[src/logic/tmr_pkg.sv]
// constants, types and field layout of the dual timer/counter block
// assumes an apb master and one 100 mhz clock; machine cycle = one clock
//
// Functional notes
// in timer mode a timer advances once every 1, 12 or 96 machine cycles as its prescale select says.
// in counter mode a timer advances on each falling edge seen on its count input.
// a falling edge takes two machine cycles to detect, so the count rate is at most half the clock.
// the outside source holds each count input level for at least one machine cycle.
// with gating on, a timer counts only while its gate pin is high and its run bit is set.
// the counter-select bit picks pin-edge counting when 1 and machine-cycle timing when 0.
// the two-bit mode field picks 13-bit, 16-bit, 8-bit auto-reload or split/stop operation.
// the 13-bit mode counts the low five bits of the low byte and all eight of the high byte.
// in the 13-bit mode the top three bits of the low byte are held at zero.
// in auto-reload mode only the low byte counts and reloads from the high byte on overflow.
// timer b stops counting while its mode field holds the split value.
// timer a in the split mode works as two independent 8-bit timer/counters; here the high byte only counts timer a's prescaled machine cycles.
// overflow sets the timer flag; software writes or an interrupt acknowledge clear it.
// each timer counts only while its run bit is set.
// in split mode timer a's high byte counts machine cycles under timer b's run bit and sets timer b's flag.
package tmr_pkg;

  // ------------------------------------------------------------------
  // register indices (byte address = 4 * index)
  // ------------------------------------------------------------------
  localparam logic [7:0] TMR_IDX_RUN  = 8'h88;
  localparam logic [7:0] TMR_IDX_MODE = 8'h89;
  localparam logic [7:0] TMR_IDX_LO_A = 8'h8a;
  localparam logic [7:0] TMR_IDX_LO_B = 8'h8b;
  localparam logic [7:0] TMR_IDX_HI_A = 8'h8c;
  localparam logic [7:0] TMR_IDX_HI_B = 8'h8d;
  localparam logic [7:0] TMR_IDX_PDIV = 8'hd9;

  // ------------------------------------------------------------------
  // reset values
  // ------------------------------------------------------------------
  localparam logic [7:0] TMR_RST_RUN  = 8'h00;
  localparam logic [7:0] TMR_RST_MODE = 8'h00;
  localparam logic [7:0] TMR_RST_CNT  = 8'h00;
  localparam logic [7:0] TMR_RST_PDIV = 8'h00;

  // ------------------------------------------------------------------
  // field positions (timer b fields sit one stride above timer a)
  // ------------------------------------------------------------------
  localparam int TMR_RUN_BIT_A   = 4;
  localparam int TMR_FLAG_BIT_A  = 5;
  localparam int TMR_RUN_STRIDE  = 2;
  localparam int TMR_MODE_LSB_A  = 0;
  localparam int TMR_CTR_BIT_A   = 2;
  localparam int TMR_GATE_BIT_A  = 3;
  localparam int TMR_MODE_STRIDE = 4;
  localparam int TMR_PS_LSB_A    = 0;
  localparam int TMR_PS_STRIDE   = 2;
  localparam int TMR_M13_HI_LSB  = 5;

  // ------------------------------------------------------------------
  // prescale selects and divisions in machine cycles
  // ------------------------------------------------------------------
  localparam logic [1:0] TMR_PS_SEL_STD  = 2'b00;
  localparam logic [1:0] TMR_PS_SEL_FAST = 2'b01;
  localparam logic [1:0] TMR_PS_SEL_SLOW = 2'b10;
  localparam logic [6:0] TMR_DIV_STD     = 7'd12;
  localparam logic [6:0] TMR_DIV_FAST    = 7'd1;
  localparam logic [6:0] TMR_DIV_SLOW    = 7'd96;

  typedef enum logic [1:0] {
    TMR_MODE_13    = 2'b00,
    TMR_MODE_16    = 2'b01,
    TMR_MODE_RLD   = 2'b10,
    TMR_MODE_SPLIT = 2'b11
  } tmr_mode_e;

  typedef struct packed {
    logic [7:0] hi;
    logic [7:0] lo;
  } tmr_cnt_s;

  typedef struct packed {
    tmr_cnt_s cnt;
    logic     ovf;
  } tmr_step_s;

endpackage : tmr_pkg

[src/logic/tmr_dual_timer.sv]
// two 16-bit timer/counters with an apb register file
// assumes pins synchronous to CLK and an apb master as the only bus user
//
// Our own choice: register access over APB.
`timescale 1ns/100ps

module tmr_dual_timer import tmr_pkg::*; (
  // clock, reset, enable
  input  wire logic        CLK,
  input  wire logic        NRST,
  input  wire logic        CE,
  // apb slave
  input  wire logic        PSEL,
  input  wire logic        PENABLE,
  input  wire logic        PWRITE,
  input  wire logic [11:0] PADDR,
  input  wire logic [31:0] PWDATA,
  output logic      [31:0] PRDATA,
  output logic             PREADY,
  output logic             PSLVERR,
  // count and gate pins
  input  wire logic        COUNT_INPUT_A,
  input  wire logic        COUNT_INPUT_B,
  input  wire logic        GATE_PIN_A,
  input  wire logic        GATE_PIN_B,
  // interrupt service handshake
  input  wire logic        INT_ACK_A,
  input  wire logic        INT_ACK_B,
  output logic             TIMER_A_OVERFLOW_FLAG,
  output logic             TIMER_B_OVERFLOW_FLAG
);

  // ------------------------------------------------------------------
  // state
  // ------------------------------------------------------------------
  logic [7:0]  run_reg, run_next;
  logic [7:0]  mode_reg, mode_next;
  logic [7:0]  pdiv_reg, pdiv_next;
  tmr_cnt_s    cnt_reg [2];
  tmr_cnt_s    cnt_next [2];
  logic [31:0] prdata_reg, prdata_next;
  logic        pready_reg, pready_next;
  logic        pslverr_reg, pslverr_next;

  logic [1:0]  tick;
  logic [1:0]  fall;
  logic [1:0]  inc;
  logic [1:0]  ovf;
  logic [1:0]  run_bit;
  logic [1:0]  gpin_q;

  // ------------------------------------------------------------------
  // per-timer prescaler, edge detect and count enable
  // ------------------------------------------------------------------
  genvar i;
  for (i = 0; i < 2; i++) begin : g_tmr
    logic [6:0] ps_reg, ps_next, lim;
    logic       cin_d1_reg, cin_d1_next;
    logic       cin_d2_reg, cin_d2_next;
    logic       gpin_reg, gpin_next;
    logic [1:0] ps_sel;
    logic       ctr_sel, gate_en;

    assign ps_sel  = pdiv_reg[TMR_PS_LSB_A + TMR_PS_STRIDE*i +: 2];
    assign ctr_sel = mode_reg[TMR_CTR_BIT_A + TMR_MODE_STRIDE*i];
    assign gate_en = mode_reg[TMR_GATE_BIT_A + TMR_MODE_STRIDE*i];
    assign run_bit[i] = run_reg[TMR_RUN_BIT_A + TMR_RUN_STRIDE*i];

    always_comb begin
      unique case (ps_sel)
        TMR_PS_SEL_FAST: lim = TMR_DIV_FAST - 7'd1;
        TMR_PS_SEL_SLOW: lim = TMR_DIV_SLOW - 7'd1;
        default:         lim = TMR_DIV_STD - 7'd1;
      endcase
      tick[i]     = (ps_reg >= lim);
      ps_next     = tick[i] ? 7'd0 : ps_reg + 7'd1;
      cin_d1_next = (i == 0) ? COUNT_INPUT_A : COUNT_INPUT_B;
      cin_d2_next = cin_d1_reg;
      gpin_next   = (i == 0) ? GATE_PIN_A : GATE_PIN_B;
      fall[i]     = cin_d2_reg & ~cin_d1_reg;
      gpin_q[i]   = gpin_reg;
      inc[i] = run_bit[i] & (~gate_en | gpin_reg)
             & (ctr_sel ? fall[i] : tick[i]);
    end

    always_ff @(posedge CLK or negedge NRST) begin
      if (!NRST) begin
        ps_reg     <= 7'd0;
        cin_d1_reg <= 1'b0;
        cin_d2_reg <= 1'b0;
        gpin_reg   <= 1'b0;
      end else if (CE) begin
        ps_reg     <= ps_next;
        cin_d1_reg <= cin_d1_next;
        cin_d2_reg <= cin_d2_next;
        gpin_reg   <= gpin_next;
      end
    end
  end

  // ------------------------------------------------------------------
  // counting step for modes 13, 16 and reload
  // ------------------------------------------------------------------
  function automatic tmr_step_s tmr_step(tmr_cnt_s c, logic [1:0] m,
                                         logic en);
    tmr_step_s   r;
    logic [13:0] v13;
    logic [16:0] v16;
    logic [8:0]  v8;
    r     = '{cnt: c, ovf: 1'b0};
    v13   = {1'b0, c.hi, c.lo[4:0]} + 14'h1;
    v16   = {1'b0, c.hi, c.lo} + 17'h1;
    v8    = {1'b0, c.lo} + 9'h1;
    unique case (tmr_mode_e'(m))
      TMR_MODE_13: begin
        r.cnt.lo[7:TMR_M13_HI_LSB] = 3'h0;
        if (en) begin
          r.cnt.hi = v13[12:5];
          r.cnt.lo = {3'h0, v13[4:0]};
          r.ovf    = v13[13];
        end
      end
      TMR_MODE_16: begin
        if (en) begin
          {r.ovf, r.cnt.hi, r.cnt.lo} = v16;
        end
      end
      TMR_MODE_RLD: begin
        if (en) begin
          r.cnt.lo = v8[8] ? c.hi : v8[7:0];
          r.ovf    = v8[8];
        end
      end
      TMR_MODE_SPLIT: begin
        r.ovf = 1'b0;
      end
    endcase
    return r;
  endfunction : tmr_step

  // ------------------------------------------------------------------
  // apb decode
  // ------------------------------------------------------------------
  logic       setup, access, mapped, wr;
  logic [7:0] idx, rd, wdat;

  always_comb begin
    setup  = PSEL & ~PENABLE;
    access = PSEL & PENABLE & pready_reg;
    idx    = PADDR[9:2];
    wdat   = PWDATA[7:0];
    mapped = (PADDR[11:10] == 2'b00) && (PADDR[1:0] == 2'b00) &&
             (idx == TMR_IDX_RUN  || idx == TMR_IDX_MODE ||
              idx == TMR_IDX_LO_A || idx == TMR_IDX_LO_B ||
              idx == TMR_IDX_HI_A || idx == TMR_IDX_HI_B ||
              idx == TMR_IDX_PDIV);
    wr     = access & PWRITE & mapped;
    unique case (idx)
      TMR_IDX_RUN:  rd = run_reg;
      TMR_IDX_MODE: rd = mode_reg;
      TMR_IDX_LO_A: rd = cnt_reg[0].lo;
      TMR_IDX_LO_B: rd = cnt_reg[1].lo;
      TMR_IDX_HI_A: rd = cnt_reg[0].hi;
      TMR_IDX_HI_B: rd = cnt_reg[1].hi;
      TMR_IDX_PDIV: rd = pdiv_reg;
      default:      rd = 8'h00;
    endcase
    pready_next  = setup;
    pslverr_next = setup & ~mapped;
    prdata_next  = setup ? {24'h000000, (mapped ? rd : 8'h00)}
                         : prdata_reg;
  end

  // ------------------------------------------------------------------
  // counters, flags and software writes
  // ------------------------------------------------------------------
  tmr_step_s  st_a, st_b;
  logic [8:0] sp_lo, sp_hi;
  logic [1:0] mode_a, mode_b;

  always_comb begin
    mode_a  = mode_reg[TMR_MODE_LSB_A +: 2];
    mode_b  = mode_reg[TMR_MODE_LSB_A + TMR_MODE_STRIDE +: 2];
    st_a    = tmr_step(cnt_reg[0], mode_a, inc[0]);
    st_b    = tmr_step(cnt_reg[1], mode_b, inc[1]);
    sp_lo   = {1'b0, cnt_reg[0].lo} + {8'h00, inc[0]};
    sp_hi   = {1'b0, cnt_reg[0].hi} + {8'h00, tick[0] & run_bit[1]};
    cnt_next[0] = st_a.cnt;
    cnt_next[1] = st_b.cnt;
    ovf[0]  = st_a.ovf;
    ovf[1]  = st_b.ovf;
    if (tmr_mode_e'(mode_a) == TMR_MODE_SPLIT) begin
      cnt_next[0] = '{hi: sp_hi[7:0], lo: sp_lo[7:0]};
      ovf[0]      = sp_lo[8];
      ovf[1]      = sp_hi[8];
    end
    if (tmr_mode_e'(mode_b) == TMR_MODE_SPLIT) begin
      cnt_next[1] = cnt_reg[1];
      if (tmr_mode_e'(mode_a) != TMR_MODE_SPLIT) begin
        ovf[1] = 1'b0;
      end
    end
    mode_next = mode_reg;
    pdiv_next = pdiv_reg;
    run_next  = run_reg;
    if (wr) begin
      unique case (idx)
        TMR_IDX_RUN:  run_next       = wdat;
        TMR_IDX_MODE: mode_next      = wdat;
        TMR_IDX_LO_A: cnt_next[0].lo = wdat;
        TMR_IDX_LO_B: cnt_next[1].lo = wdat;
        TMR_IDX_HI_A: cnt_next[0].hi = wdat;
        TMR_IDX_HI_B: cnt_next[1].hi = wdat;
        TMR_IDX_PDIV: pdiv_next      = wdat;
        default:      run_next       = run_reg;
      endcase
    end
    if (tmr_mode_e'(mode_a) == TMR_MODE_13) begin
      cnt_next[0].lo[7:TMR_M13_HI_LSB] = 3'h0;
    end
    if (tmr_mode_e'(mode_b) == TMR_MODE_13) begin
      cnt_next[1].lo[7:TMR_M13_HI_LSB] = 3'h0;
    end
    if (INT_ACK_A) begin
      run_next[TMR_FLAG_BIT_A] = 1'b0;
    end
    if (INT_ACK_B) begin
      run_next[TMR_FLAG_BIT_A + TMR_RUN_STRIDE] = 1'b0;
    end
    if (ovf[0]) begin
      run_next[TMR_FLAG_BIT_A] = 1'b1;
    end
    if (ovf[1]) begin
      run_next[TMR_FLAG_BIT_A + TMR_RUN_STRIDE] = 1'b1;
    end
  end

  always_ff @(posedge CLK or negedge NRST) begin
    if (!NRST) begin
      run_reg     <= TMR_RST_RUN;
      mode_reg    <= TMR_RST_MODE;
      pdiv_reg    <= TMR_RST_PDIV;
      cnt_reg[0]  <= '{hi: TMR_RST_CNT, lo: TMR_RST_CNT};
      cnt_reg[1]  <= '{hi: TMR_RST_CNT, lo: TMR_RST_CNT};
      prdata_reg  <= 32'h00000000;
      pready_reg  <= 1'b0;
      pslverr_reg <= 1'b0;
    end else if (CE) begin
      run_reg     <= run_next;
      mode_reg    <= mode_next;
      pdiv_reg    <= pdiv_next;
      cnt_reg[0]  <= cnt_next[0];
      cnt_reg[1]  <= cnt_next[1];
      prdata_reg  <= prdata_next;
      pready_reg  <= pready_next;
      pslverr_reg <= pslverr_next;
    end
  end

  assign PRDATA  = prdata_reg;
  assign PREADY  = pready_reg;
  assign PSLVERR = pslverr_reg;
  assign TIMER_A_OVERFLOW_FLAG = run_reg[TMR_FLAG_BIT_A];
  assign TIMER_B_OVERFLOW_FLAG = run_reg[TMR_FLAG_BIT_A + TMR_RUN_STRIDE];

  logic wr_cnt_a;
  assign wr_cnt_a = wr && (idx == TMR_IDX_LO_A || idx == TMR_IDX_HI_A);
endmodule : tmr_dual_timer

[config.mk]
export PLATFORM = sky130hd
export DESIGN_NAME = tmr_dual_timer
export DESIGN_NICKNAME = d
export VERILOG_FILES = /design/src/logic/tmr_pkg.sv /design/src/logic/tmr_dual_timer.sv
export SDC_FILE = /design/constraint.sdc
export NUM_CORES = 1
export LEC_CHECK = 0
export BUFFER_PORTS_ARGS = -buffer_cell sky130_fd_sc_hd__buf_2
export CORE_ASPECT_RATIO = 0.75
export CORE_MARGIN = 2
export CORE_UTILIZATION = 33
export DETAILED_ROUTE_END_ITERATION = 8
export PLACE_DENSITY = 0.48
export REMOVE_ABC_BUFFERS = 1
export SKIP_CTS_REPAIR_TIMING = 1
export SLEW_MARGIN = 20
export SYNTH_ARGS = -nofsm -noshare
export SYNTH_HDL_FRONTEND = slang
export SYNTH_SLANG_ARGS = --single-unit
[constraint.sdc]
create_clock -name CLK -period 9.3 [get_ports CLK]
set_input_delay 0.93 -clock CLK [delete_from_list [all_inputs] [get_ports CLK]]
set_output_delay 0.93 -clock CLK [all_outputs]
set_load 0.03 [all_outputs]
==> metrics, run 1 <==
outcome=finished clean; crit path kind=register to register; Detail Route Antenna Nets=0; Mapped Area=7220 sq um; Fin. Hold Viols=0; Req. time, crit path=9.53 ns; share of the synthesized area in the top cell type=29.8%; yosys warns=0; Worst-path clk slew=0.07 ns; initial antenna violation count=0; Post-synth EDFFs=0; max frequency=0.275 GHz; cell taking the most area after synthesis=dfrtp_1; DP Worst Slack=5.70 ns; # IOs=92; GRT Total Usage=22.3%; Remaining Overflow, GRT=0; main area contributors after synthesis=dfrtp_1 (30%), nand2_1 (4.2%), a21oi_1 (4.2%), o21ai_0 (3.7%), buf_4 (3.3%); FF+latch count, synth=86; CTS tree=yes; first-pass GRT wire length=39800 microns; pwr/cell area=135 nW/um^2; clk sink count=86; leakage power=3.06 nW; Die ar.=23100 sq um; DR WL/cell=22.1 microns; P&R area growth vs syn=7.78%; max capacitance violation total=0; Largest register FFs=32; HPWL after DPL=18800 microns; worst vdd ir=0.0861 mV; Seq/Total Area, Yosys=29.8%; number of buffers added on ports=43; asr flop ratio synth=100%; Root Driver=clkbuf_16; Nets=944; area of the multi-input gates=4550 sq um; routed vias/inst=6.00; clock skew=0.0128 ns; 1st-pass router iterations=6; period utilisation layout=39.1%; slew at the pin closest to its max-slew limit=0.891 ns; fin crit period=3.63 ns; Fillers=2230; Critical Path AT=3.86 ns; TritonCTS Buffers=9; final setup fails=0; vias after detailed routing=6976; Worst slew margin=40.6%; DR DRC count=0; Post-Syn Area per Cell=8.26 sq um; crit-path max FO=12; Overall Power=0.00105 W; # diodes=0; setup slack after layout=5.67 ns; most common flop cell mapped by yosys=dfrtp_1; layout cells sized above 1=14.7%; placer congestion estimate=0.942; post-route core utilization=36.5%; Synth Instances=874; Slew Limit Fails=0; setup TNS=0 ns; initial core utilization=33.9%; Placeable Area=21300 sq um; clk_lat worst skew=0.36 ns; largest net degree at the start of global routing=66; unrepaired setup endpoints after global routing=no; placement row count=46; Hold Crit Class=input pin to async pin; clk buf depth=2; synth unique cells=87; vias in the first global route=6436; initial drt markers=770; CP endpoint kind=register; die width=175 microns; CP Launch Type=register; register area=2150 sq um; die height=132 microns; CTS H-tree lvls=3; routed wire length=25700 microns
metrics by stage:
stage	instance area [sq um]	cells	hold slack, ns
2_1_floorplan	6820	806	0.449
3_3_place_gp	7480	1147	0.471
3_5_place_dp	7480	1147	0.481
4_1_cts	7780	1163	0.471
5_1_grt	7780	1163	0.486
6_report	7780	1163	0.468
synth_stat cells, types with 5 or more instances:
| cell type | count |
|---|---|
| dfrtp_1 | 86 |
| nand2_1 | 81 |
| a21oi_1 | 60 |
| nor2_1 | 56 |
| o21ai_0 | 54 |
| clkbuf_1 | 41 |
| buf_4 | 32 |
| nand3_1 | 32 |
| nor3_1 | 31 |
| inv_1 | 30 |
| a31oi_1 | 20 |
| ha_1 | 18 |
| mux2_2 | 17 |
| xnor2_1 | 16 |
| and3_1 | 15 |
| a211oi_1 | 14 |
| nand2b_1 | 14 |
| buf_2 | 13 |
| nand4_1 | 13 |
| o31ai_1 | 13 |
| a22oi_1 | 11 |
| mux2i_1 | 9 |
| nor4_1 | 9 |
| or3_1 | 9 |
| a22o_1 | 8 |
| mux2_4 | 8 |
| nand3b_1 | 7 |
| nor2b_1 | 7 |
| a211o_1 | 6 |
| o211ai_1 | 6 |
| o21a_1 | 6 |
| xor2_1 | 6 |
| a2bb2oi_1 | 5 |
| and4_1 | 5 |
| o2bb2ai_1 | 5 |
| o32ai_1 | 5 |
path summary, 6_finish.rpt:
path | from | endpoint | slack [ns] | depth (start not counted)
max | pdiv_reg[0] | cnt_reg[28] | 5.67 | 14
min | NRST | g_tmr[0].gpin_reg | 0.47 | 1
max reg2reg | pdiv_reg[0] | cnt_reg[28] | 5.67 | 14
min reg2reg | run_reg[2] | run_reg[2] | 0.49 | 2
max in group asynchronous | NRST | mode_reg[4] | 7.63 | 2
min in group CLK | run_reg[2] | run_reg[2] | 0.49 | 2
worst max-delay path, cell delays in order, from the launching register on:
cell and delay [ns]:
dfrtp_1 0.42, nand2b_1 0.23, ha_1 0.32, o31ai_1 0.23, a31o_2 0.38, nand2_1 0.16
a21oi_1 0.36, nor2_1 0.14, ha_1 0.23, ha_1 0.27, nand3_1 0.13, xnor2_1 0.12
a21oi_1 0.09, a211oi_1 0.30, a211oi_1 0.13
final cells by class:
type	instances	share of cell area (%)
sequential	86	27.7
inverter	33	1.59
clock inverter	7	0.981
clock buffer	9	2.89
tap	288	4.63
timing repair buffer	53	3.76
multi-input combinational	687	58.5
cells by family after synthesis:
family	Yosys count	synth area share, %
mux	34	5.56
compound gates	279	27.7
xor+xnor	22	2.67
other cells	1	0.0519
fa+ha+maj	18	3.12
simple gates	310	22.6
buf+inv	124	8.44
flops	86	29.8
per-layer routing:
layer / share of wire [%] / vias to the layer above / track usage, %
li1: - / 3225 / -
met1: 51 / 3400 / 35.6
met2: 38 / 333 / 29.0
met3: 10 / 18 / 6.95
met4: 0.63 / 0 / 3.70
met5: 0 / - / 0
placed cells by master, fill, tap and decap left out, types with 14 or more instances in the layout:
master    count
a211oi_1     14
a21oi_1      60
a31oi_1      20
and3_1       15
buf_2        42
conb_1       24
dfrtp_1      86
ha_1         18
inv_1        30
mux2_2       17
nand2_1      81
nand2b_1     14
nand3_1      32
nor2_1       56
nor3_1       31
o21ai_0      54
xnor2_1      16
power breakdown:
group	switching, W	leakage (nW)	internal, W	total, W
combinational	0.000136	1.81	0.0000803	0.000216
clock	0.000181	0.148	0.000191	0.000372
sequential	0.0000564	1.11	0.000403	0.000459
(Power assumes the default switching activity.)
==> run 2: changes to the inputs <==
Settings changed: PLACE_DENSITY 0.48 to 0.5.
Clock period 9.3 ns to 3.1 ns, I/O delays scaled along.
==> run 2 against run 1 <==
- register-to-register slack worse by 5.5 ns
- non-clock buffer count up 25
- maximum frequency grew 24%
- sequential share of layout area decreased by 0.78 points
==> metrics, run 2 (synthesized netlist as in run 1, its figures left out) <==
outcome=finished clean; final setup fails=0 (unchanged); commonest non-fill, non-tap cell in the layout=dfrtp_1; Hold WS=0.0210 ns (-0.447 ns); routed vias/inst=5.91 (-1.5%); die width=175 microns (unchanged); # diodes=0 (unchanged); max capacitance violation total=0 (unchanged); Critical Path AT=3.17 ns (-0.69 ns); initial antenna violation count=0 (unchanged); CTS tree=yes; DR WL/cell=21.4 microns (-3.1%); Root Driver=clkbuf_16; TritonCTS Buffers=9 (unchanged); CP cell instances=nand2b_1 -> ha_1 -> or3_4 -> o2111ai_4 -> a21o_1 -> inv_2 -> ha_1 -> ha_1 -> nand2_1 -> nor2_1 -> a21oi_1 -> a31oi_1 -> a41oi_1 -> a31oi_1; # IOs=92 (unchanged); Finished Layout Cells=1188 (+2.1%); Top cell by count, worst path=ha_1; initial drt markers=835 (+8.4%); Largest register FFs=32 (unchanged); max frequency=0.340 GHz (+24%); crit path kind=register to register; Hold Crit Class=input pin to async pin; P&R area growth vs syn=10.9%; largest net degree at the start of global routing=70 (+6.1%); Detail Route Antenna Nets=0 (unchanged); setup slack after layout=0.159 ns (-5.51 ns); DP Worst Slack=0.171 ns (-5.53 ns); clk sink count=86 (unchanged); vias after detailed routing=7017 (+0.59%); leakage power=3.20 nW (+4.4%); number of buffers added on ports=43 (unchanged); placer congestion estimate=0.955 (+1.4%); Cells after DPL=1172 (+2.2%); CP endpoint kind=register; clock skew=0.00509 ns (-0.00770 ns); Worst slew margin=49.0% (+8.4 points); period utilisation layout=94.9% (+56 points); CP peak stage delay=0.43 ns (about the same); WP buf/inv=1 (+1); Fin. Hold Viols=0 (unchanged); clk_lat worst skew=0.36 ns (about the same); crit-path max FO=4 (-8); 1st-pass router iterations=5 (-1); die height=132 microns (unchanged); placement row count=46 (unchanged); fin crit period=2.94 ns (-0.693 ns); delay-heaviest family, CP=compound AO/OA/AOI/OAI gates; initial core utilization=33.9% (unchanged); GRT Total Usage=21.9% (-0.41 points); slew at the pin closest to its max-slew limit=0.765 ns (-0.126 ns); Placeable Area=21300 sq um (unchanged); Worst-path clk slew=0.07 ns (about the same); HPWL after DPL=18900 microns (+0.27%); Slew Limit Fails=0 (unchanged); Remaining Overflow, GRT=0 (unchanged); vias in the first global route=6387 (-0.76%); pwr/cell area=401 nW/um^2 (+200%); R2R Setup Slk=0.16 ns (-5.51 ns); clk buf depth=2 (unchanged); DR DRC count=0 (unchanged); CP Launch Type=register; CTS H-tree lvls=3 (unchanged); Critical-path top delay cell=or3_4; worst vdd ir=0.258 mV (+200%); routed wire length=25400 microns (-1.0%); layout cells sized above 1=17.3% (+2.6 points); Die ar.=23100 sq um (unchanged); first-pass GRT wire length=39100 microns (-1.8%); most frequent cells in the layout=dfrtp_1 (86), nand2_1 (81), a21oi_1 (59); Nets=969 (+2.6%); Req. time, crit path=3.33 ns (-6.20 ns)
## run 2: cell types whose count changed in the layout (fill, tap and decap cells not counted)
cell,delta
clkinv_8,+1
o31ai_1,-1
inv_8,-1
buf_12,+2
a21oi_2,+1
buf_4,+23
a21oi_1,-1
o31ai_2,+1
## run 2: area by class of cell
cell class              count  area [sq um]
well taps                 288           360
fillers                  2238         13300
inverters                  33           124
repair buffers             78           505
clock buffers               9           225
multi-input cells         687          4560
clock inverters             7          81.3
flip-flops and latches     86          2150
## run 2: path summary, 6_finish.rpt
| check | from | to | depth (start not counted) |
|---|---|---|---|
| min in group CLK | GATE_PIN_A | g_tmr[0].gpin_reg | 2 |
| max reg2reg | pdiv_reg[0] | cnt_reg[22] | 14 |
| min | NRST | cnt_reg[29] | 1 |
| min reg2reg | run_reg[2] | run_reg[2] | 2 |
| max in group asynchronous | NRST | mode_reg[0] | 2 |
| max | pdiv_reg[0] | cnt_reg[22] | 14 |
## run 2: metal layers
metal,track usage (%),up-vias,share of wire [%]
li1,-,3269,-
met1,36.4,3378,52
met2,26.5,344,36
met3,5.82,26,9.7
met4,5.46,0,1.5
met5,0,-,0
## run 2: power breakdown
| part | total [W] | switching (W) | internal, W |
|---|---|---|---|
| logic | 0.000695 | 0.000421 | 0.000274 |
| clock network | 0.00114 | 0.000563 | 0.000574 |
| registers | 0.00138 | 0.000170 | 0.00121 |
## run 2: stage by stage
step	cell area [sq um]	utilization (%)	power (W)	setup TNS [ns]
after global placement	7690	36.1	0.00206	0
after floorplan	6820	-	0.00178	-6.87
after CTS	8000	37.6	0.00321	0
after detailed placement	7690	36.1	0.00207	0
after global routing	8010	37.6	0.00338	-0.00681
final	8010	37.6	0.00321	0
==> run 3: changes to the inputs <==
Settings changed: ABC_AREA set to 0, CORE_MARGIN 2 to unset, REMOVE_ABC_BUFFERS 1 to unset.
==> run 3 against run 2 <==
- clock skew rose by 0.0062 ns
- critical path type unchanged
- die area decreased by 2.6%
- critical path depth unchanged
- routed wire length increased by 0.92%
- final area is essentially flat
- via count fell by 0.57%
==> metrics, run 3 (synthesized netlist as in run 1, its figures left out) <==
outcome=finished clean; Worst-path clk slew=0.07 ns (about the same); Hold EP=g_tmr[0].cin_d1_reg; Req. time, crit path=3.38 ns (+0.05 ns); Top cell by count, worst path=ha_1; number of buffers added on ports=43 (unchanged); final setup fails=0 (unchanged); Largest register FFs=32 (unchanged); WP buf/inv=2 (+1); CP peak stage delay=0.37 ns (-0.06 ns); Clk pwr share=36.6% (+1.2 points); delay-heaviest family, CP=compound AO/OA/AOI/OAI gates; clk_lat worst skew=0.36 ns (about the same); slew at the pin closest to its max-slew limit=0.630 ns (-0.135 ns); Placeable Area=21300 sq um (unchanged); crit path kind=register to register; commonest non-fill, non-tap cell in the layout=dfrtp_1; TritonCTS Buffers=9 (unchanged); Comb pwr share=21.2% (-0.4 points); CP endpoint kind=register; vias in the first global route=6478 (+1.4%); max frequency=0.346 GHz (+1.7%); DR WL/cell=21.6 microns (+1.2%); routed wire length=25700 microns (+0.92%); CP Launch Type=register; Die ar.=22500 sq um (-2.6%); # diodes=0 (unchanged); initial drt markers=773 (-7.4%); placer congestion estimate=0.941 (-1.5%); HP Start=COUNT_INPUT_A; sw power=0.00111 W (-3.5%); most frequent cells in the layout=dfrtp_1 (85), nand2_1 (81), a21oi_1 (59); period utilisation layout=93.3% (-1.6 points); largest net degree at the start of global routing=59 (-16%); Fillers=2238 (unchanged); R2R Setup Slk=0.21 ns (+0.05 ns); Hold WS=0.180 ns (+0.159 ns); post-route core utilization=37.6% (about the same); unrepaired setup endpoints after global routing=no; Critical-path top delay cell=dfrtp_1; r2r endpoint=cnt_reg[20]; worst vdd ir=0.254 mV (-1.9%); max capacitance violation total=0 (unchanged); crit-path max FO=3 (-1); Fin. Hold Viols=0 (unchanged); placement row count=46 (unchanged); clock skew=0.0113 ns (+0.00619 ns); fin crit period=2.89 ns (-0.0483 ns); first-pass GRT wire length=40000 microns (+2.2%); initial antenna violation count=0 (unchanged); die width=173 microns (-1.1%); r2r worst-path depth=14 (unchanged); internal power=0.00216 W (+5.1%); DR DRC count=0 (unchanged); pwr/cell area=409 nW/um^2 (+2.1%); vias after detailed routing=6977 (-0.57%); 1st-pass router iterations=5 (unchanged); Critical Path AT=3.17 ns (about the same); CTS H-tree lvls=3 (unchanged); # IOs=92 (unchanged); clk buf depth=2 (unchanged); Nets=966 (-0.31%); Root Driver=clkbuf_16; Net Sw Frac=34.0% (-2.0 points); leakage power=3.18 nW (-0.59%); CP startpoint=pdiv_reg[0]; routed vias/inst=5.89 (-0.32%); Detail Route Antenna Nets=0 (unchanged); initial core utilization=33.9% (unchanged); setup TNS=0 ns (unchanged); Worst slew margin=58.0% (+9.0 points); Remaining Overflow, GRT=0 (unchanged); HPWL after DPL=18800 microns (-0.25%); GRT Total Usage=23.5% (+1.6 points); die height=130 microns (-1.5%); Hold Crit Class=input pin to register; Slew Limit Fails=0 (unchanged); sequential cell fraction of total power=42.2% (-0.7 points); layout cells sized above 1=17.1% (-0.28 points); reg2reg start=pdiv_reg[0]; P&R area growth vs syn=10.8% (about the same); CTS tree=yes; CP cell instances=nand2b_1 -> ha_1 -> nand4_1 -> a31o_2 -> buf_4 -> a21o_4 -> inv_2 -> ha_1 -> ha_1 -> nand3_1 -> xor2_1 -> a21oi_1 -> nand3_1 -> o21ai_0; clk sink count=86 (unchanged); hold path depth=2
-- run 3: layout make-up --
cell class / instances / area (sq um) / area share, %
Sequential cell: 86 / 2150 / 26.9
Multi-Input combinational cell: 687 / 4560 / 57.0
Inverter: 33 / 124 / 1.55
Tap cell: 288 / 360 / 4.50
Timing Repair Buffer: 75 / 485 / 6.07
Clock buffer: 11 / 253 / 3.16
Clock inverter: 5 / 65.1 / 0.813
-- run 3: worst max-delay path by stage --
stage,to,depth (start not counted)
global placement,cnt_reg[22],14
finish,cnt_reg[20],14
CTS,cnt_reg[28],14
global route,cnt_reg[22],15
detailed placement,cnt_reg[28],14
floorplan,cnt_reg[28],15
-- run 3: power groups by stage --
stage          clock, W  sequential, W  combinational [W]
2_1_floorplan         0        0.00131           0.000526
3_3_place_gp          0        0.00140           0.000669
3_5_place_dp          0        0.00140           0.000676
4_1_cts         0.00123        0.00138           0.000678
5_1_grt         0.00128        0.00139           0.000785
6_report        0.00120        0.00138           0.000694
-- run 3: routing by layer --
| layer | track usage (%) | vias up | share of wire, % |
|---|---|---|---|
| li1 | - | 3258 | - |
| met1 | 35.9 | 3407 | 51 |
| met2 | 31.1 | 291 | 39 |
| met3 | 7.49 | 21 | 9.6 |
| met4 | 5.41 | 0 | 1.3 |
| met5 | 0 | - | 0 |
-- run 3: per-stage QoR --
| step | total power [W] | instance area [sq um] | instances | worst slack [ns] |
|---|---|---|---|---|
| floorplan | 0.00184 | 7310 | 897 | 0.165 |
| global placement | 0.00207 | 7660 | 1167 | 0.269 |
| detailed placement | 0.00207 | 7660 | 1167 | 0.204 |
| CTS | 0.00329 | 7970 | 1183 | 0.169 |
| global route | 0.00345 | 8000 | 1185 | 0.000234 |
| finish | 0.00327 | 8000 | 1185 | 0.207 |
